===== src/tape_data_pkg.sv =====
`default_nettype none

package tape_data_pkg;

    localparam int TRACK_COUNT = 9;
    localparam int FIFO_DEPTH = 8;

    // system clock and pulse timing
    localparam int CLK_PERIOD_NS = 25;
    localparam int READ_STROBE_MIN_NS = 1000;
    localparam logic [5:0] READ_STROBE_CYC =
        6'((READ_STROBE_MIN_NS + CLK_PERIOD_NS - 1) / CLK_PERIOD_NS);

    // phase encoded record framing
    localparam logic [5:0] PREAMBLE_ZEROS = 6'h28;
    localparam logic [5:0] POSTAMBLE_ZEROS = 6'h28;

    // read threshold figures in percent of peak amplifier output
    localparam logic [6:0] THR_NRZI_MID_PCT = 7'h19;
    localparam logic [6:0] THR_NRZI_HIGH_PCT = 7'h2D;
    localparam logic [6:0] THR_NRZI_LOW_PCT = 7'h0C;
    localparam logic [6:0] THR_PE_MID_PCT = 7'h0F;
    localparam logic [6:0] THR_PE_HIGH_PCT = 7'h1E;
    localparam logic [6:0] THR_PE_LOW_PCT = 7'h05;

    typedef enum logic [1:0] {
        THR_MID,
        THR_HIGH,
        THR_LOW
    } thr_sel_t;

    typedef enum logic [2:0] {
        WR_IDLE,
        WR_PRE_ZERO,
        WR_PRE_ONE,
        WR_DATA,
        WR_POST_ONE,
        WR_POST_ZERO
    } wr_state_t;

endpackage : tape_data_pkg

`default_nettype wire


===== src/char_fifo.sv =====
`timescale 1ns/1ps
`default_nettype none

module char_fifo #(
    parameter int WIDTH = 9,
    parameter int DEPTH = 8
) (
    input wire logic clk_sys_in, // system clock
    input wire logic sys_rst_in, // synchronous reset, active high
    input wire logic in_valid_in, // write side offers a word
    output logic in_ready_out, // room for a word
    input wire logic [WIDTH-1:0] in_data_in, // word to store
    output logic out_valid_out, // a word is waiting
    input wire logic out_ready_in, // drain side takes the word
    output logic [WIDTH-1:0] out_data_out // oldest word
);

    localparam int AW = (DEPTH > 1) ? $clog2(DEPTH) : 1;
    localparam int CW = $clog2(DEPTH + 1);
    localparam logic [CW-1:0] FULL_COUNT = CW'(DEPTH);
    localparam logic [AW-1:0] LAST_PTR = AW'(DEPTH - 1);

    typedef struct packed {
        logic [DEPTH-1:0][WIDTH-1:0] mem;
        logic [AW-1:0] wr_ptr;
        logic [AW-1:0] rd_ptr;
        logic [CW-1:0] count;
    } fifo_state_t;

    fifo_state_t q;
    fifo_state_t d;
    logic push;
    logic pop;

    assign in_ready_out = (q.count != FULL_COUNT);
    assign out_valid_out = (q.count != '0);
    assign out_data_out = q.mem[q.rd_ptr];

    always_comb
    begin
        d = q;
        push = in_valid_in && in_ready_out;
        pop = out_ready_in && out_valid_out;
        if (push)
        begin
            d.mem[q.wr_ptr] = in_data_in;
            d.wr_ptr = (q.wr_ptr == LAST_PTR) ? '0 : AW'(q.wr_ptr + 1'b1);
        end
        if (pop)
        begin
            d.rd_ptr = (q.rd_ptr == LAST_PTR) ? '0 : AW'(q.rd_ptr + 1'b1);
        end
        if (push && !pop)
        begin
            d.count = CW'(q.count + 1'b1);
        end
        else if (pop && !push)
        begin
            d.count = CW'(q.count - 1'b1);
        end
    end

    always_ff @(posedge clk_sys_in)
    begin
        if (sys_rst_in)
        begin
            q <= '0;
        end
        else
        begin
            q <= d;
        end
    end

endmodule : char_fifo

`default_nettype wire


===== src/tape_unit_data_interface.sv =====
`timescale 1ns/1ps
`default_nettype none

module tape_unit_data_interface
    import tape_data_pkg::*;
#(
    parameter int TRACKS = TRACK_COUNT,
    parameter int DEPTH = FIFO_DEPTH
) (
    input wire logic clk_sys_in, // system clock, 40 MHz
    input wire logic sys_rst_in, // synchronous reset, active high
    input wire logic data_ready_n_in, // write character strobe pin
    input wire logic [TRACKS-1:0] write_data_n_in, // write data pins
    input wire logic longitudinal_check_pulse_n_in, // record end strobe pin
    input wire logic threshold_select_a_n_in, // threshold select pin a
    input wire logic threshold_select_b_n_in, // threshold select pin b
    input wire logic forward_motion_cmd_n_in, // forward motion pin
    input wire logic reverse_motion_cmd_n_in, // reverse motion pin
    input wire logic write_mode_in, // unit is in write mode
    input wire logic pe_mode_in, // phase encoded density chosen
    input wire logic seven_track_cfg_in, // unit built seven track
    input wire logic single_stack_cfg_in, // unit has one head stack
    input wire logic low_speed_cfg_in, // unit is the slower of a pair
    input wire logic [TRACKS-1:0] head_char_in, // deskewed NRZI read character
    input wire logic head_char_valid_in, // read character ready, one cycle
    input wire logic [TRACKS-1:0] peak_det_in, // PE peak detector levels
    input wire logic [TRACKS-1:0] envelope_det_in, // PE envelope detector levels
    output logic [TRACKS-1:0] wr_char_out, // character to write head
    output logic wr_char_valid_out, // character offered to write head
    input wire logic wr_char_ready_in, // write head takes character
    output logic wr_lrc_out, // write the check character, pulse
    output logic fifo_ready_out, // write buffer has room
    output logic overrun_out, // strobe lost on full buffer
    output logic phase_error_out, // PE half cells without transition
    output logic pe_active_out, // phase encoding in effect
    output logic [1:0] thr_sel_out, // selected threshold
    output logic [6:0] thr_pct_out, // selected threshold in percent
    output logic [TRACKS-1:0] read_data_n_out, // read data pins
    output logic read_data_oe_out, // read data pins driven
    output logic read_strobe_n_out, // NRZI read strobe pin
    output logic seven_track_n_out, // seven track status pin
    output logic single_stack_n_out, // single stack status pin
    output logic nrzi_n_out, // NRZI unit status pin
    output logic low_speed_n_out // low speed status pin
);

    // strobe, data and command pin samples are inverted ahead of the first flop so that
    // those flags are active high and reset to zero; the active low output registers reset to one
    typedef struct packed {
        logic dr_s1;
        logic dr_s2;
        logic dr_s3;
        logic lrc_s1;
        logic lrc_s2;
        logic lrc_s3;
        logic [TRACKS-1:0] wd_s1;
        logic [TRACKS-1:0] wd_s2;
        logic [3:0] cmd_s1;
        logic [3:0] cmd_s2;
        logic [TRACKS-1:0] peak_s1;
        logic [TRACKS-1:0] peak_s2;
        logic [TRACKS-1:0] env_s1;
        logic [TRACKS-1:0] env_s2;
        logic [TRACKS-1:0] half;
        logic half_have;
        logic lrc_pend;
        logic overrun;
        logic phase_err;
        logic fifo_ready;
        wr_state_t st;
        logic [5:0] amble_cnt;
        logic [TRACKS-1:0] wr_char;
        logic wr_valid;
        logic wr_lrc;
        thr_sel_t thr;
        logic [6:0] thr_pct;
        logic pe_act;
        logic [TRACKS-1:0] rd_n;
        logic rd_oe;
        logic strobe_n;
        logic [5:0] strobe_cnt;
        logic seven_n;
        logic single_n;
        logic nrzi_n;
        logic slow_n;
    } state_t;

    localparam state_t RESET_STATE = '{
        st: WR_IDLE,
        thr: THR_MID,
        rd_n: '1,
        strobe_n: 1'b1,
        seven_n: 1'b1,
        single_n: 1'b1,
        nrzi_n: 1'b1,
        slow_n: 1'b1,
        default: '0
    };

    state_t q;
    state_t d;

    logic push_valid;
    logic [TRACKS-1:0] push_data;
    logic push_ready;
    logic pop_ready;
    logic pop_valid;
    logic [TRACKS-1:0] pop_data;
    logic dr_lead;
    logic lrc_lead;
    logic pe_eff;
    logic motion;
    logic out_free;
    logic thr_a;
    logic thr_b;

    char_fifo #(
        .WIDTH(TRACKS),
        .DEPTH(DEPTH)
    ) u_write_fifo (
        .clk_sys_in(clk_sys_in),
        .sys_rst_in(sys_rst_in),
        .in_valid_in(push_valid),
        .in_ready_out(push_ready),
        .in_data_in(push_data),
        .out_valid_out(pop_valid),
        .out_ready_in(pop_ready),
        .out_data_out(pop_data)
    );

    always_comb
    begin
        d = q;
        push_valid = 1'b0;
        push_data = '0;
        pop_ready = 1'b0;

        // two-flop synchronisers, strobe, data and command pins inverted, detector levels not
        d.dr_s1 = ~data_ready_n_in;
        d.dr_s2 = q.dr_s1;
        d.dr_s3 = q.dr_s2;
        d.lrc_s1 = ~longitudinal_check_pulse_n_in;
        d.lrc_s2 = q.lrc_s1;
        d.lrc_s3 = q.lrc_s2;
        d.wd_s1 = ~write_data_n_in;
        d.wd_s2 = q.wd_s1;
        d.cmd_s1 = ~{threshold_select_a_n_in, threshold_select_b_n_in,
                     forward_motion_cmd_n_in, reverse_motion_cmd_n_in};
        d.cmd_s2 = q.cmd_s1;
        d.peak_s1 = peak_det_in;
        d.peak_s2 = q.peak_s1;
        d.env_s1 = envelope_det_in;
        d.env_s2 = q.env_s1;

        dr_lead = q.dr_s2 && !q.dr_s3;
        lrc_lead = q.lrc_s2 && !q.lrc_s3;
        pe_eff = pe_mode_in && !seven_track_cfg_in;
        thr_a = q.cmd_s2[3];
        thr_b = q.cmd_s2[2];
        motion = q.cmd_s2[1] || q.cmd_s2[0];
        d.fifo_ready = push_ready;
        d.pe_act = pe_eff;

        // write capture: data lines and strobe share synchroniser depth,
        // so the sampled character lines up with the detected edge
        if (!write_mode_in)
        begin
            d.half_have = 1'b0;
            d.overrun = 1'b0;
            d.phase_err = 1'b0;
        end
        else if (dr_lead)
        begin
            if (pe_eff && !q.half_have)
            begin
                d.half = q.wd_s2;
                d.half_have = 1'b1;
            end
            else if (pe_eff)
            begin
                // asserted first half then cleared second half is low to high
                push_valid = 1'b1;
                push_data = q.half & ~q.wd_s2;
                d.half_have = 1'b0;
                if ((q.half ^ q.wd_s2) != '1)
                begin
                    d.phase_err = 1'b1;
                end
            end
            else
            begin
                push_valid = 1'b1;
                push_data = q.wd_s2;
            end
            // pins cannot be stalled: a strobe on a full buffer is lost
            if (push_valid && !push_ready)
            begin
                d.overrun = 1'b1;
            end
        end

        // write head feed: one registered stage with valid and ready
        out_free = !q.wr_valid || wr_char_ready_in;
        d.wr_lrc = 1'b0;
        if (out_free)
        begin
            d.wr_valid = 1'b0;
        end
        unique case (q.st)
            WR_IDLE:
            begin
                if (pop_valid)
                begin
                    d.st = pe_eff ? WR_PRE_ZERO : WR_DATA;
                    d.amble_cnt = '0;
                end
                else if (q.lrc_pend)
                begin
                    d.st = WR_DATA;
                end
            end
            WR_PRE_ZERO:
            begin
                if (out_free)
                begin
                    d.wr_char = '0;
                    d.wr_valid = 1'b1;
                    d.amble_cnt = 6'(q.amble_cnt + 1'b1);
                    if (q.amble_cnt == 6'(PREAMBLE_ZEROS - 1'b1))
                    begin
                        d.st = WR_PRE_ONE;
                    end
                end
            end
            WR_PRE_ONE:
            begin
                if (out_free)
                begin
                    d.wr_char = '1;
                    d.wr_valid = 1'b1;
                    d.st = WR_DATA;
                end
            end
            WR_DATA:
            begin
                if (out_free && pop_valid)
                begin
                    pop_ready = 1'b1;
                    d.wr_char = pop_data;
                    d.wr_valid = 1'b1;
                end
                else if (out_free && q.lrc_pend)
                begin
                    // check strobe closes the record once the buffer is dry
                    d.lrc_pend = 1'b0;
                    d.amble_cnt = '0;
                    if (pe_eff)
                    begin
                        d.st = WR_POST_ONE;
                    end
                    else
                    begin
                        d.wr_lrc = 1'b1;
                        d.st = WR_IDLE;
                    end
                end
            end
            WR_POST_ONE:
            begin
                if (out_free)
                begin
                    d.wr_char = '1;
                    d.wr_valid = 1'b1;
                    d.st = WR_POST_ZERO;
                end
            end
            WR_POST_ZERO:
            begin
                if (out_free)
                begin
                    d.wr_char = '0;
                    d.wr_valid = 1'b1;
                    d.amble_cnt = 6'(q.amble_cnt + 1'b1);
                    if (q.amble_cnt == 6'(POSTAMBLE_ZEROS - 1'b1))
                    begin
                        d.st = WR_IDLE;
                    end
                end
            end
        endcase
        // a new strobe in the cycle the old one is consumed stays pending
        if (write_mode_in && lrc_lead)
        begin
            d.lrc_pend = 1'b1;
        end

        // read threshold; both selects asserted falls back to mid
        if (write_mode_in)
        begin
            d.thr = THR_HIGH;
        end
        else if (thr_a && !thr_b)
        begin
            d.thr = THR_HIGH;
        end
        else if (thr_b && !thr_a)
        begin
            d.thr = THR_LOW;
        end
        else
        begin
            d.thr = THR_MID;
        end
        unique case (d.thr)
            THR_HIGH: d.thr_pct = pe_eff ? THR_PE_HIGH_PCT : THR_NRZI_HIGH_PCT;
            THR_LOW: d.thr_pct = pe_eff ? THR_PE_LOW_PCT : THR_NRZI_LOW_PCT;
            default: d.thr_pct = pe_eff ? THR_PE_MID_PCT : THR_NRZI_MID_PCT;
        endcase

        // read path
        d.rd_oe = motion;
        if (!motion)
        begin
            d.rd_n = '1;
            d.strobe_n = 1'b1;
            d.strobe_cnt = '0;
        end
        else if (pe_eff)
        begin
            d.rd_n = ~(q.peak_s2 & q.env_s2);
            d.strobe_n = 1'b1;
            d.strobe_cnt = '0;
        end
        else if (q.strobe_cnt != '0)
        begin
            // characters arriving inside a strobe are dropped; the head
            // rate leaves several strobe widths between characters
            d.strobe_cnt = 6'(q.strobe_cnt - 1'b1);
            if (q.strobe_cnt == 6'h01)
            begin
                d.strobe_n = 1'b1;
            end
        end
        else if (head_char_valid_in)
        begin
            d.rd_n = ~head_char_in;
            d.strobe_n = 1'b0;
            d.strobe_cnt = READ_STROBE_CYC;
        end

        // static status lines
        d.seven_n = ~seven_track_cfg_in;
        d.single_n = ~single_stack_cfg_in;
        d.nrzi_n = pe_eff;
        d.slow_n = ~low_speed_cfg_in;
    end

    always_ff @(posedge clk_sys_in)
    begin
        if (sys_rst_in)
        begin
            q <= RESET_STATE;
        end
        else
        begin
            q <= d;
        end
    end

    assign wr_char_out = q.wr_char;
    assign wr_char_valid_out = q.wr_valid;
    assign wr_lrc_out = q.wr_lrc;
    assign fifo_ready_out = q.fifo_ready;
    assign overrun_out = q.overrun;
    assign phase_error_out = q.phase_err;
    assign pe_active_out = q.pe_act;
    assign thr_sel_out = q.thr;
    assign thr_pct_out = q.thr_pct;
    assign read_data_n_out = q.rd_n;
    assign read_data_oe_out = q.rd_oe;
    assign read_strobe_n_out = q.strobe_n;
    assign seven_track_n_out = q.seven_n;
    assign single_stack_n_out = q.single_n;
    assign nrzi_n_out = q.nrzi_n;
    assign low_speed_n_out = q.slow_n;

endmodule : tape_unit_data_interface

`default_nettype wire


===== config.mk =====
export PLATFORM = sky130hd
export DESIGN_NAME = tape_unit_data_interface
export DESIGN_NICKNAME = d
export VERILOG_FILES = /design/src/tape_data_pkg.sv /design/src/char_fifo.sv /design/src/tape_unit_data_interface.sv
export SDC_FILE = /design/constraint.sdc
export NUM_CORES = 1
export LEC_CHECK = 0
export ABC_AREA = 1
export BUFFER_PORTS_ARGS = -buffer_cell sky130_fd_sc_hd__buf_4
export CAP_MARGIN = 20
export CORE_UTILIZATION = 59
export DETAILED_ROUTE_END_ITERATION = 6
export PLACE_DENSITY = 0.8
export SLEW_MARGIN = 25
export SYNTH_ARGS = -nofsm -noshare
export SYNTH_HDL_FRONTEND = slang
export SYNTH_SLANG_ARGS = --single-unit
export TNS_END_PERCENT = 50

===== constraint.sdc =====
create_clock -name clk_sys_in -period 3.33 [get_ports clk_sys_in]
set_input_delay 0.333 -clock clk_sys_in [delete_from_list [all_inputs] [get_ports clk_sys_in]]
set_output_delay 0.333 -clock clk_sys_in [all_outputs]
set_load 0.01 [all_outputs]

After elaboration in Yosys (flattened, before gate mapping)
Index checks and enable logic that the tools add are counted.
{"block": "word_totals", "register_bits": 215, "latch_bits": 0, "ram_bits": 0, "mem_bits_ro": 0, "output_inout_bits": 39, "wordCells": 214, "mem_count": 0}
{"block": "classes", "addsub": 6, "multipliers": 0, "n_div": 0, "order_cmp": 3, "eq_ne": 28, "n_shift": 0, "mux": 59, "n_bitwise": 18, "n_reduce_logical": 53}
{"cell": "9-bit two-way mux", "n": 11}
{"cell": "72-bit bitwise mux", "n": 1}
{"cell": "10-bit one-hot mux with 4 select lines", "n": 1}
{"cell": "19-bit two-way mux", "n": 2}
{"cell": "9-bit inverter", "n": 4}
{"cell": "9-bit binary-select mux with 3-bit select", "n": 1}
{"cell": "9-bit demux with 3-bit select", "n": 1}
{"cell": "3-bit two-way mux", "n": 9}
{"cell": "6-bit one-hot mux with 4 select lines", "n": 1}
{"cell": "2-bit != test (second input constant)", "n": 11}
{"cell": "10-bit two-way mux", "n": 2}
{"cell": "9-bit bitwise AND", "n": 2}
{"cell": "3-bit one-hot mux with 6 select lines", "n": 1}
{"cell": "1-bit two-way mux", "n": 16}
{"cell": "1-bit logical AND", "n": 15}
{"cell": "7-bit two-way mux", "n": 2}
{"cell": "3-bit equality test (second input constant)", "n": 4}
{"cell": "4-bit two-way mux", "n": 3}
{"cell": "6-bit two-way mux", "n": 2}
{"cell": "6-bit one-hot mux with 2 select lines", "n": 1}
{"cell": "2-bit nonzero test", "n": 6}
{"cell": "4-bit nonzero test", "n": 3}
{"cell": "1-bit zero test", "n": 10}
{"cell": "1-bit inverter", "n": 10}
{"cell": "other kinds (33)", "n": 48}

Logic depth before layout (Yosys ltp)
Gate-level depths: netlist of the first run.
{"block": "depth", "depth_word": 13, "ltp_mapped": 17}

Hierarchy
A second synthesis of the first run with hierarchy kept.
{"block": "unflattened", "cells_unflattened": 1327, "hier_area_um2": 9375.2}
{"module": "tape_unit_data_interface", "n_inst": 1, "cells_per_inst": 643, "area_per_inst_um2": 5091.1, "seq_area_each_um2": 2642.5}
{"module": "char_fifo", "n_inst": 1, "cells_per_inst": 684, "area_per_inst_um2": 4284.1, "seq_area_each_um2": 1641.6}

Worst setup path after synthesis of the first run
Ideal clock, no wire load.
{"block": "synth_path", "path_kind": "input port to flip-flop", "startpoint": "in pe_mode_in", "endpoint": "reg u_write_fifo.q[3] in the netlist's numbering", "setup_time_ps": 70, "arrival_time_ps": 2241, "slack_ps": 1018, "cell_stages": 17, "path_buffers": 2, "path_cell_list": "inv_2 > nor2_4 > nand2_4 > nand3_4 > clkinv_4 > nand2_4 > inv_6 > buf_8 > buf_6 > ha_1 > inv_1 > ha_1 > a21oi_1 > and2_1 > xor2_1 > nand2_1 > a21oi_1"}
{"block": "synth_via", "elab_chain_cells": 11}
{"item": "start: declaration", "line": "tape_unit_data_interface.sv:20", "rtl": "input wire logic pe_mode_in,"}
{"item": "1-bit logical AND (*)", "line": "tape_unit_data_interface.sv:157", "rtl": "pe_eff = pe_mode_in && !seven_track_cfg_in;"}
{"item": "1-bit logical AND (*)", "line": "tape_unit_data_interface.sv:174", "rtl": "if (pe_eff && !q.half_have)"}
{"item": "1-bit two-way mux (*)", "line": "tape_unit_data_interface.sv:174"}
{"item": "1-bit two-way mux (*)", "line": "tape_unit_data_interface.sv:172", "rtl": "else if (dr_lead)"}
{"item": "1-bit two-way mux (*)", "line": "tape_unit_data_interface.sv:166", "rtl": "if (!write_mode_in)"}
{"item": "1-bit two-way mux (*)", "line": "tape_unit_data_interface.sv:172"}
{"item": "1-bit two-way mux (*)", "line": "tape_unit_data_interface.sv:166"}
{"item": "1-bit logical AND (*)", "line": "char_fifo.sv:42", "rtl": "push = in_valid_in && in_ready_out;"}
{"item": "named net u_write_fifo.push", "line": "char_fifo.sv:32", "rtl": "logic push;"}
{"item": "1-bit zero test", "line": "char_fifo.sv:57", "rtl": "else if (pop && !push)"}
{"item": "1-bit logical AND", "line": "char_fifo.sv:57"}
{"item": "2-bit nonzero test (no source line)"}
{"item": "end signal: assignment", "line": "char_fifo.sv:67", "rtl": "q <= '0;"}
{"item": "end signal: assignment", "line": "char_fifo.sv:71", "rtl": "q <= d;"}
{"item": "end: declaration", "line": "char_fifo.sv:30", "rtl": "fifo_state_t q;"}
Mark *: on every way through the listed nets, which the timed path passes. The rest lies on a longest branch. The select of a mux whose other input is x is not followed.
A chain may end at the register's enable or synchronous reset.

Final worst setup path of the first run
{"block": "layout_path", "startpoint": "reg u_write_fifo.q[0] in the netlist's numbering", "endpoint": "reg u_write_fifo.q[3] in the netlist's numbering"}
{"block": "layout_via", "elab_chain_cells": 8}
{"item": "4-bit nonzero test", "line": "char_fifo.sv:36", "rtl": "assign out_valid_out = (q.count != '0);"}
{"item": "1-bit logical AND", "line": "tape_unit_data_interface.sv:246", "rtl": "if (out_free && pop_valid)"}
{"item": "1-bit two-way mux", "line": "tape_unit_data_interface.sv:246"}
{"item": "1-bit two-way mux", "line": "tape_unit_data_interface.sv:209", "rtl": "unique case (q.st)"}
{"item": "1-bit logical AND", "line": "char_fifo.sv:43", "rtl": "pop = out_ready_in && out_valid_out;"}
{"item": "1-bit zero test", "line": "char_fifo.sv:53", "rtl": "if (push && !pop)"}
{"item": "1-bit logical AND", "line": "char_fifo.sv:53"}
{"item": "4-bit two-way mux / 2-bit nonzero test (equally long branches)"}
Parallel ways exist; a longest one is shown, timed or not. The select of a mux whose other input is x is not followed.

==> impl_metrics.ini, run 1 <==
[status]
status = completed

[grt]
grt_pass1_vias = 7528
grt_max_degree = 70
antenna_found_initial = 0
grt_pass1_wl_mm = 35.0
track_usage = 0.268
grt_overflow_total = 0

[final_layout]
layout-drive-gt1-share = 0.124
postLayoutCellArea_um2 = 10500
fin_nets = 1385
layout_commonest_cell = nor2_1
diodes = 0
final_cell_mix = 282 x nor2_1, 214 x dfxtp_1, 188 x nand2_1
area_growth_pct = 15.4

[power_and_ir_drop]
power.leakage_nw = 4.84
p_per_area_nw_per_um2 = 584
peakVddDrop_v = 0.000426

[timing]
rsz0062_at_grt = no
finalHoldViolations = 0
tns_ns = 0
slew_headroom = 0.351
finalSetupViolations = 0
fin_skew_ns = 0.0115
fmax_mhz = 427
min_period_ns = 2.34
tightest_slew_ns = 0.972
holdWs_ns = 0.0393
maxSlewViolCount = 0
timing.final.crit_share = 0.703

[drt]
via_per_inst = 5.25
wirelength_mm = 21.1
route.detailed.drc = 0
wl_per_cell_um = 13.9
drtAntennaViolNets = 0
vias = 7948
drt_iter0_markers = 720
drt_pre_antenna_iters = 5

[yosys]
avgSynthCellArea_um2 = 7.29
ys_types = 39
synth_seq_cells = 214
synth_area_um2 = 9090
ys_seq_area_frac = 0.471
syn_inst = 1247
syn_nets = 1318
ys_warn_count = 0

[cts]
cts.repair.resized = 0
cts_root_buffer = clkbuf_16
cts_tree = done
clk_latency_ns = 0.50
post_cts_buffers = 0
cts_buffers = 21
cts_max_level = 1
holdBufCountCts = 17
clk_pin_slew_worst_paths_ns = 0.06
cts_sinks = 214
clk_path_buf_depth = 3

[critical_path]
cp_cell_sequence = nor2_1, nand3_2, nand2_4, inv_6, ha_1, inv_1, ha_1, a21oi_1, and2_1, xor2_1, nand2_1, a21oi_1
r2r_slack_ns = 0.99
end_kind = flop
worst-setup-path-type = flop to flop
critPathSlowestCell = dfxtp_1
max_stage_delay_ns = 0.36
arrival_ns = 2.77
start_kind = flop
path_delay_family = simple AND/OR/NAND/NOR gates
critPathRequiredTime_ns = 3.76
r2r_cells = 12
cp_max_fo = 8
path_buf_inv = 2
crit_start = u_write_fifo.q[0]$_SDFFE_PP0P_
r2r-end = u_write_fifo.q[3]$_SDFFE_PP0P_
r2r_start = u_write_fifo.q[0]$_SDFFE_PP0P_

[worst_hold_path]
hold_end = d[90]$_SDFF_PP0_
hold_depth = 3
hold_start = peak_det_in[7]
hp-class = input port to flop

[die]
die_h_um = 126
io_pins = 90
core_um2 = 15100
initial_core_util = 0.600
die_w_um = 126
rows = 45
dieArea_um2 = 15900

[place]
routabilityCongestion = 0.870
placed_area_um2 = 9630
io_buffers = 88
hpwl_mm = 13.6

[flow_run]
drv_cap = 0
[tightest hold or removal path: stages]
cell and delay (ns):
buf_4 0.07, inv_1 0.03, nor2_1 0.06
[metrics by stage]
step	std cells	utilization	power (mW)	worst slack [ns]
2_1_floorplan	1247	-	3.56	1.02
3_3_place_gp	1462	0.636	3.77	1.07
3_5_place_dp	1462	0.636	3.79	0.986
4_1_cts	1515	0.693	6.15	1.01
5_1_grt	1515	0.693	6.42	0.761
6_report	1515	0.693	6.13	0.990
[synth_stat cells, drive strengths merged]
library cell  instances  area share
nand3b                2      0.0017
or2                   3      0.0021
ha                   19       0.026
nand2               193       0.083
dfxtp               214        0.47
o22ai                 2      0.0014
and2                  1     0.00069
xnor2                 1     0.00096
a31oi                 3      0.0021
o21ai               107       0.059
clkinv                2      0.0014
nor3                  5      0.0033
a211oi                3      0.0025
a21oi               109       0.060
inv                 149       0.062
conb                  1     0.00041
nor2                290        0.12
o211ai               11      0.0091
nand3                47       0.029
fa                    1      0.0022
nand4                 2      0.0014
xor2                  6      0.0058
clkbuf               23      0.0095
o31ai                 1     0.00083
buf                  52       0.041
[worst max path at each step]
stage / to / slack (ns) / cells after the start
6_report: u_write_fifo.q[3]$_SDFFE_PP0P_ / 0.99 / 12
3_5_place_dp: u_write_fifo.q[3]$_SDFFE_PP0P_ / 0.99 / 15
4_1_cts: u_write_fifo.q[3]$_SDFFE_PP0P_ / 1.01 / 12
3_3_place_gp: u_write_fifo.q[3]$_SDFFE_PP0P_ / 1.07 / 15
5_1_grt: u_write_fifo.q[3]$_SDFFE_PP0P_ / 0.76 / 12
2_1_floorplan: u_write_fifo.q[3]$_SDFFE_PP0P_ / 1.02 / 17
[flip-flops by register name (all words and copies together), names as in the netlist, 2 cells and up]
signal and cells:
wr_char_out 9, q 59, read_data_n_out 9, thr_sel_out 2
thr_pct_out 6, d 35, u_write_fifo.q 82
[power by group]
group | total [mW] | switching (mW) | internal (mW)
clock | 2.37 | 0.970 | 1.40
combinational | 0.981 | 0.601 | 0.381
sequential | 2.77 | 0.0714 | 2.70
[final cells by class]
class,count,area [um2]
Clock inverter,9,101
Tap cell,188,235
Timing Repair Buffer,119,936
Inverter,151,577
Sequential cell,214,4280
Fill cell,1269,4660
Multi-Input combinational cell,807,3770
Clock buffer,27,588
[cell families (layout without fill, tap and decap cells)]
| kind of cell | after synthesis | in the layout | synth area share |
|---|---|---|---|
| buf+inv | 226 | 306 | 0.114 |
| fa+ha+maj | 20 | 20 | 0.0284 |
| xor+xnor | 7 | 7 | 0.00674 |
| flops | 214 | 214 | 0.471 |
| other cells | 1 | 1 | 0.000412 |
| compound gates | 236 | 236 | 0.135 |
| simple gates | 543 | 543 | 0.244 |
[layer usage]
| metal | vias up | global-route usage | routed length [um] |
|---|---|---|---|
| li1 | 4010 | - | - |
| met1 | 3616 | 0.356 | 9160 |
| met2 | 275 | 0.444 | 9950 |
| met3 | 47 | 0.0374 | 1430 |
| met4 | 0 | 0.0957 | 519 |
| met5 | - | 0 | 0 |
No activity file was read; power rests on OpenSTA's default activity.
==> inputs of run 2 (changes only) <==
Clock period 3.33 ns to 2.4 ns, I/O delays scaled along.
==> run 2 against run 1 <==
Sequential power rose by 39%. Total power rose by 40%. Flip-flop and latch count did not move. Final cell count rose by 2.2%. Die area did not move. Design area rose by 2.9%. Sequential share of layout area fell by 1.1 points. Core utilization rose by 2.0 points. Worst hold slack improved by 0.014 ns. Clock skew rose by 0.0093 ns. Critical endpoint unchanged. Combinational power rose by 44%. Global-route usage rose by 1.8 points.
==> impl_metrics.ini, run 2 (synthesis gave the netlist of run 1 again) <==
[drt]
route.detailed.drc = 0
drt_pre_antenna_iters = 5
wl_per_cell_um = 14.6
drt_iter0_markers = 820
via_per_inst = 5.29
wirelength_mm = 22.6
drtAntennaViolNets = 0
vias = 8192

[timing]
fin_skew_ns = 0.0208
finalHoldViolations = 0
timing.final.crit_share = 0.941
finalSetupViolations = 0
rsz0062_at_grt = no
min_period_ns = 2.26
maxSlewViolCount = 0
layout_setup_ws_ns = 0.141
tns_ns = 0
fmax_mhz = 443
tightest_slew_ns = 0.624
slew_headroom = 0.584

[worst_hold_path]
hp-class = input port to flop

[power_and_ir_drop]
power.leakage_nw = 4.99
power_mw = 8.55
p_per_area_nw_per_um2 = 793
peakVddDrop_v = 0.000661

[cts]
cts_tree = done
cts_root_buffer = clkbuf_16
clk_latency_ns = 0.51
cts_buffers = 22
clk_path_buf_depth = 3
cts_max_level = 1
cts_sinks = 214
post_cts_buffers = 0
clk_pin_slew_worst_paths_ns = 0.06

[place]
place_ws_ns = 0.172
routabilityCongestion = 0.865
io_buffers = 88
placed_area_um2 = 9740
hpwl_mm = 13.1

[final_layout]
final_cell_mix = 282 x nor2_1, 214 x dfxtp_1, 188 x nand2_1
diodes = 0
fin_nets = 1418
layout-drive-gt1-share = 0.129
postLayoutCellArea_um2 = 10800
layout_commonest_cell = nor2_1
largest_reg_flops = 82
fill_cells = 1174
largest-register = u_write_fifo.q
area_growth_pct = 18.7

[critical_path]
end_kind = flop
critPathSlowestCell = dlygate4sd3_1
path_delay_family = buffers and inverters
arrival_ns = 2.70
cp_cell_sequence = dlygate4sd3_1, buf_4, nor2_4, nand2_4, nand3_4, clkinv_4, nand2_4, inv_6, ha_1, inv_2, ha_1, a21oi_1, and2_1, xor2_1, nand2_1, a21oi_1
start_kind = input port
max_stage_delay_ns = 0.54
path_buf_inv = 5
worst-setup-path-type = input port to flop
cp_max_fo = 10
critPathRequiredTime_ns = 2.85

[die]
dieArea_um2 = 15900
die_w_um = 126
core_um2 = 15100
die_h_um = 126
io_pins = 90
initial_core_util = 0.600
rows = 45

[grt]
grt_pass1_vias = 7743
track_usage = 0.286
grt_pass1_wl_mm = 36.8
grt_overflow_total = 0
antenna_found_initial = 0
grt_max_degree = 101

[flow_run]
drv_cap = 0

[status]
status = completed
-- run 2: metal layers --
layer | GRT usage | part of all wire
met2 | 0.485 | 0.48
met3 | 0.0429 | 0.057
met1 | 0.361 | 0.42
met5 | 0 | 0
met4 | 0.128 | 0.040
-- run 2: stage by stage --
| step | hold WS [ns] | instances | util |
|---|---|---|---|
| floorplan | 0.307 | 1247 | - |
| global placement | 0.389 | 1475 | 0.643 |
| detailed placement | 0.392 | 1475 | 0.643 |
| CTS | 0.0400 | 1549 | 0.712 |
| global route | 0.0667 | 1549 | 0.712 |
| finish | 0.0537 | 1549 | 0.712 |
-- run 2: what timing repair did --
item                                   CTS  global route
endpoints found under the hold margin   36             0
setup endpoints to repair                0             1
hold buffers                            36             0
gates resized for setup                  0             1
-- run 2: layout make-up --
cell class                      count  area (um2)  share of cell area
Timing Repair Buffer              151        1240               0.115
Clock buffer                       31         614              0.0569
Sequential cell                   214        4280               0.397
Multi-Input combinational cell    807        3770               0.349
Clock inverter                      7        73.8             0.00684
Inverter                          151         577              0.0535
Tap cell                          188         235              0.0218
-- run 2: path summary, 6_finish.rpt --
check | slack (ns) | to | cells past startpoint | start
worst max-delay path | 0.14 | u_write_fifo.q[3]$_SDFFE_PP0P_ | 16 | seven_track_cfg_in
worst min-delay path | 0.05 | q[5]$_SDFFE_PP0P_ | 4 | head_char_valid_in
worst max register to register | 0.21 | u_write_fifo.q[3]$_SDFFE_PP0P_ | 14 | d[130]$_SDFF_PP0_
worst min register to register | 0.39 | q[111]$_SDFF_PP0_ | 2 | d[111]$_SDFF_PP0_
-- run 2: report_power, final --
part	leakage [nW]	internal [mW]	switching (mW)
registers	1.75	3.75	0.106
logic	2.90	0.558	0.850
clock network	0.337	1.89	1.39
-- run 2: worst min-delay path: stages --
cell and delay (ns):
buf_4 0.09, nor2_1 0.06, nand2_1 0.06, a21oi_1 0.06
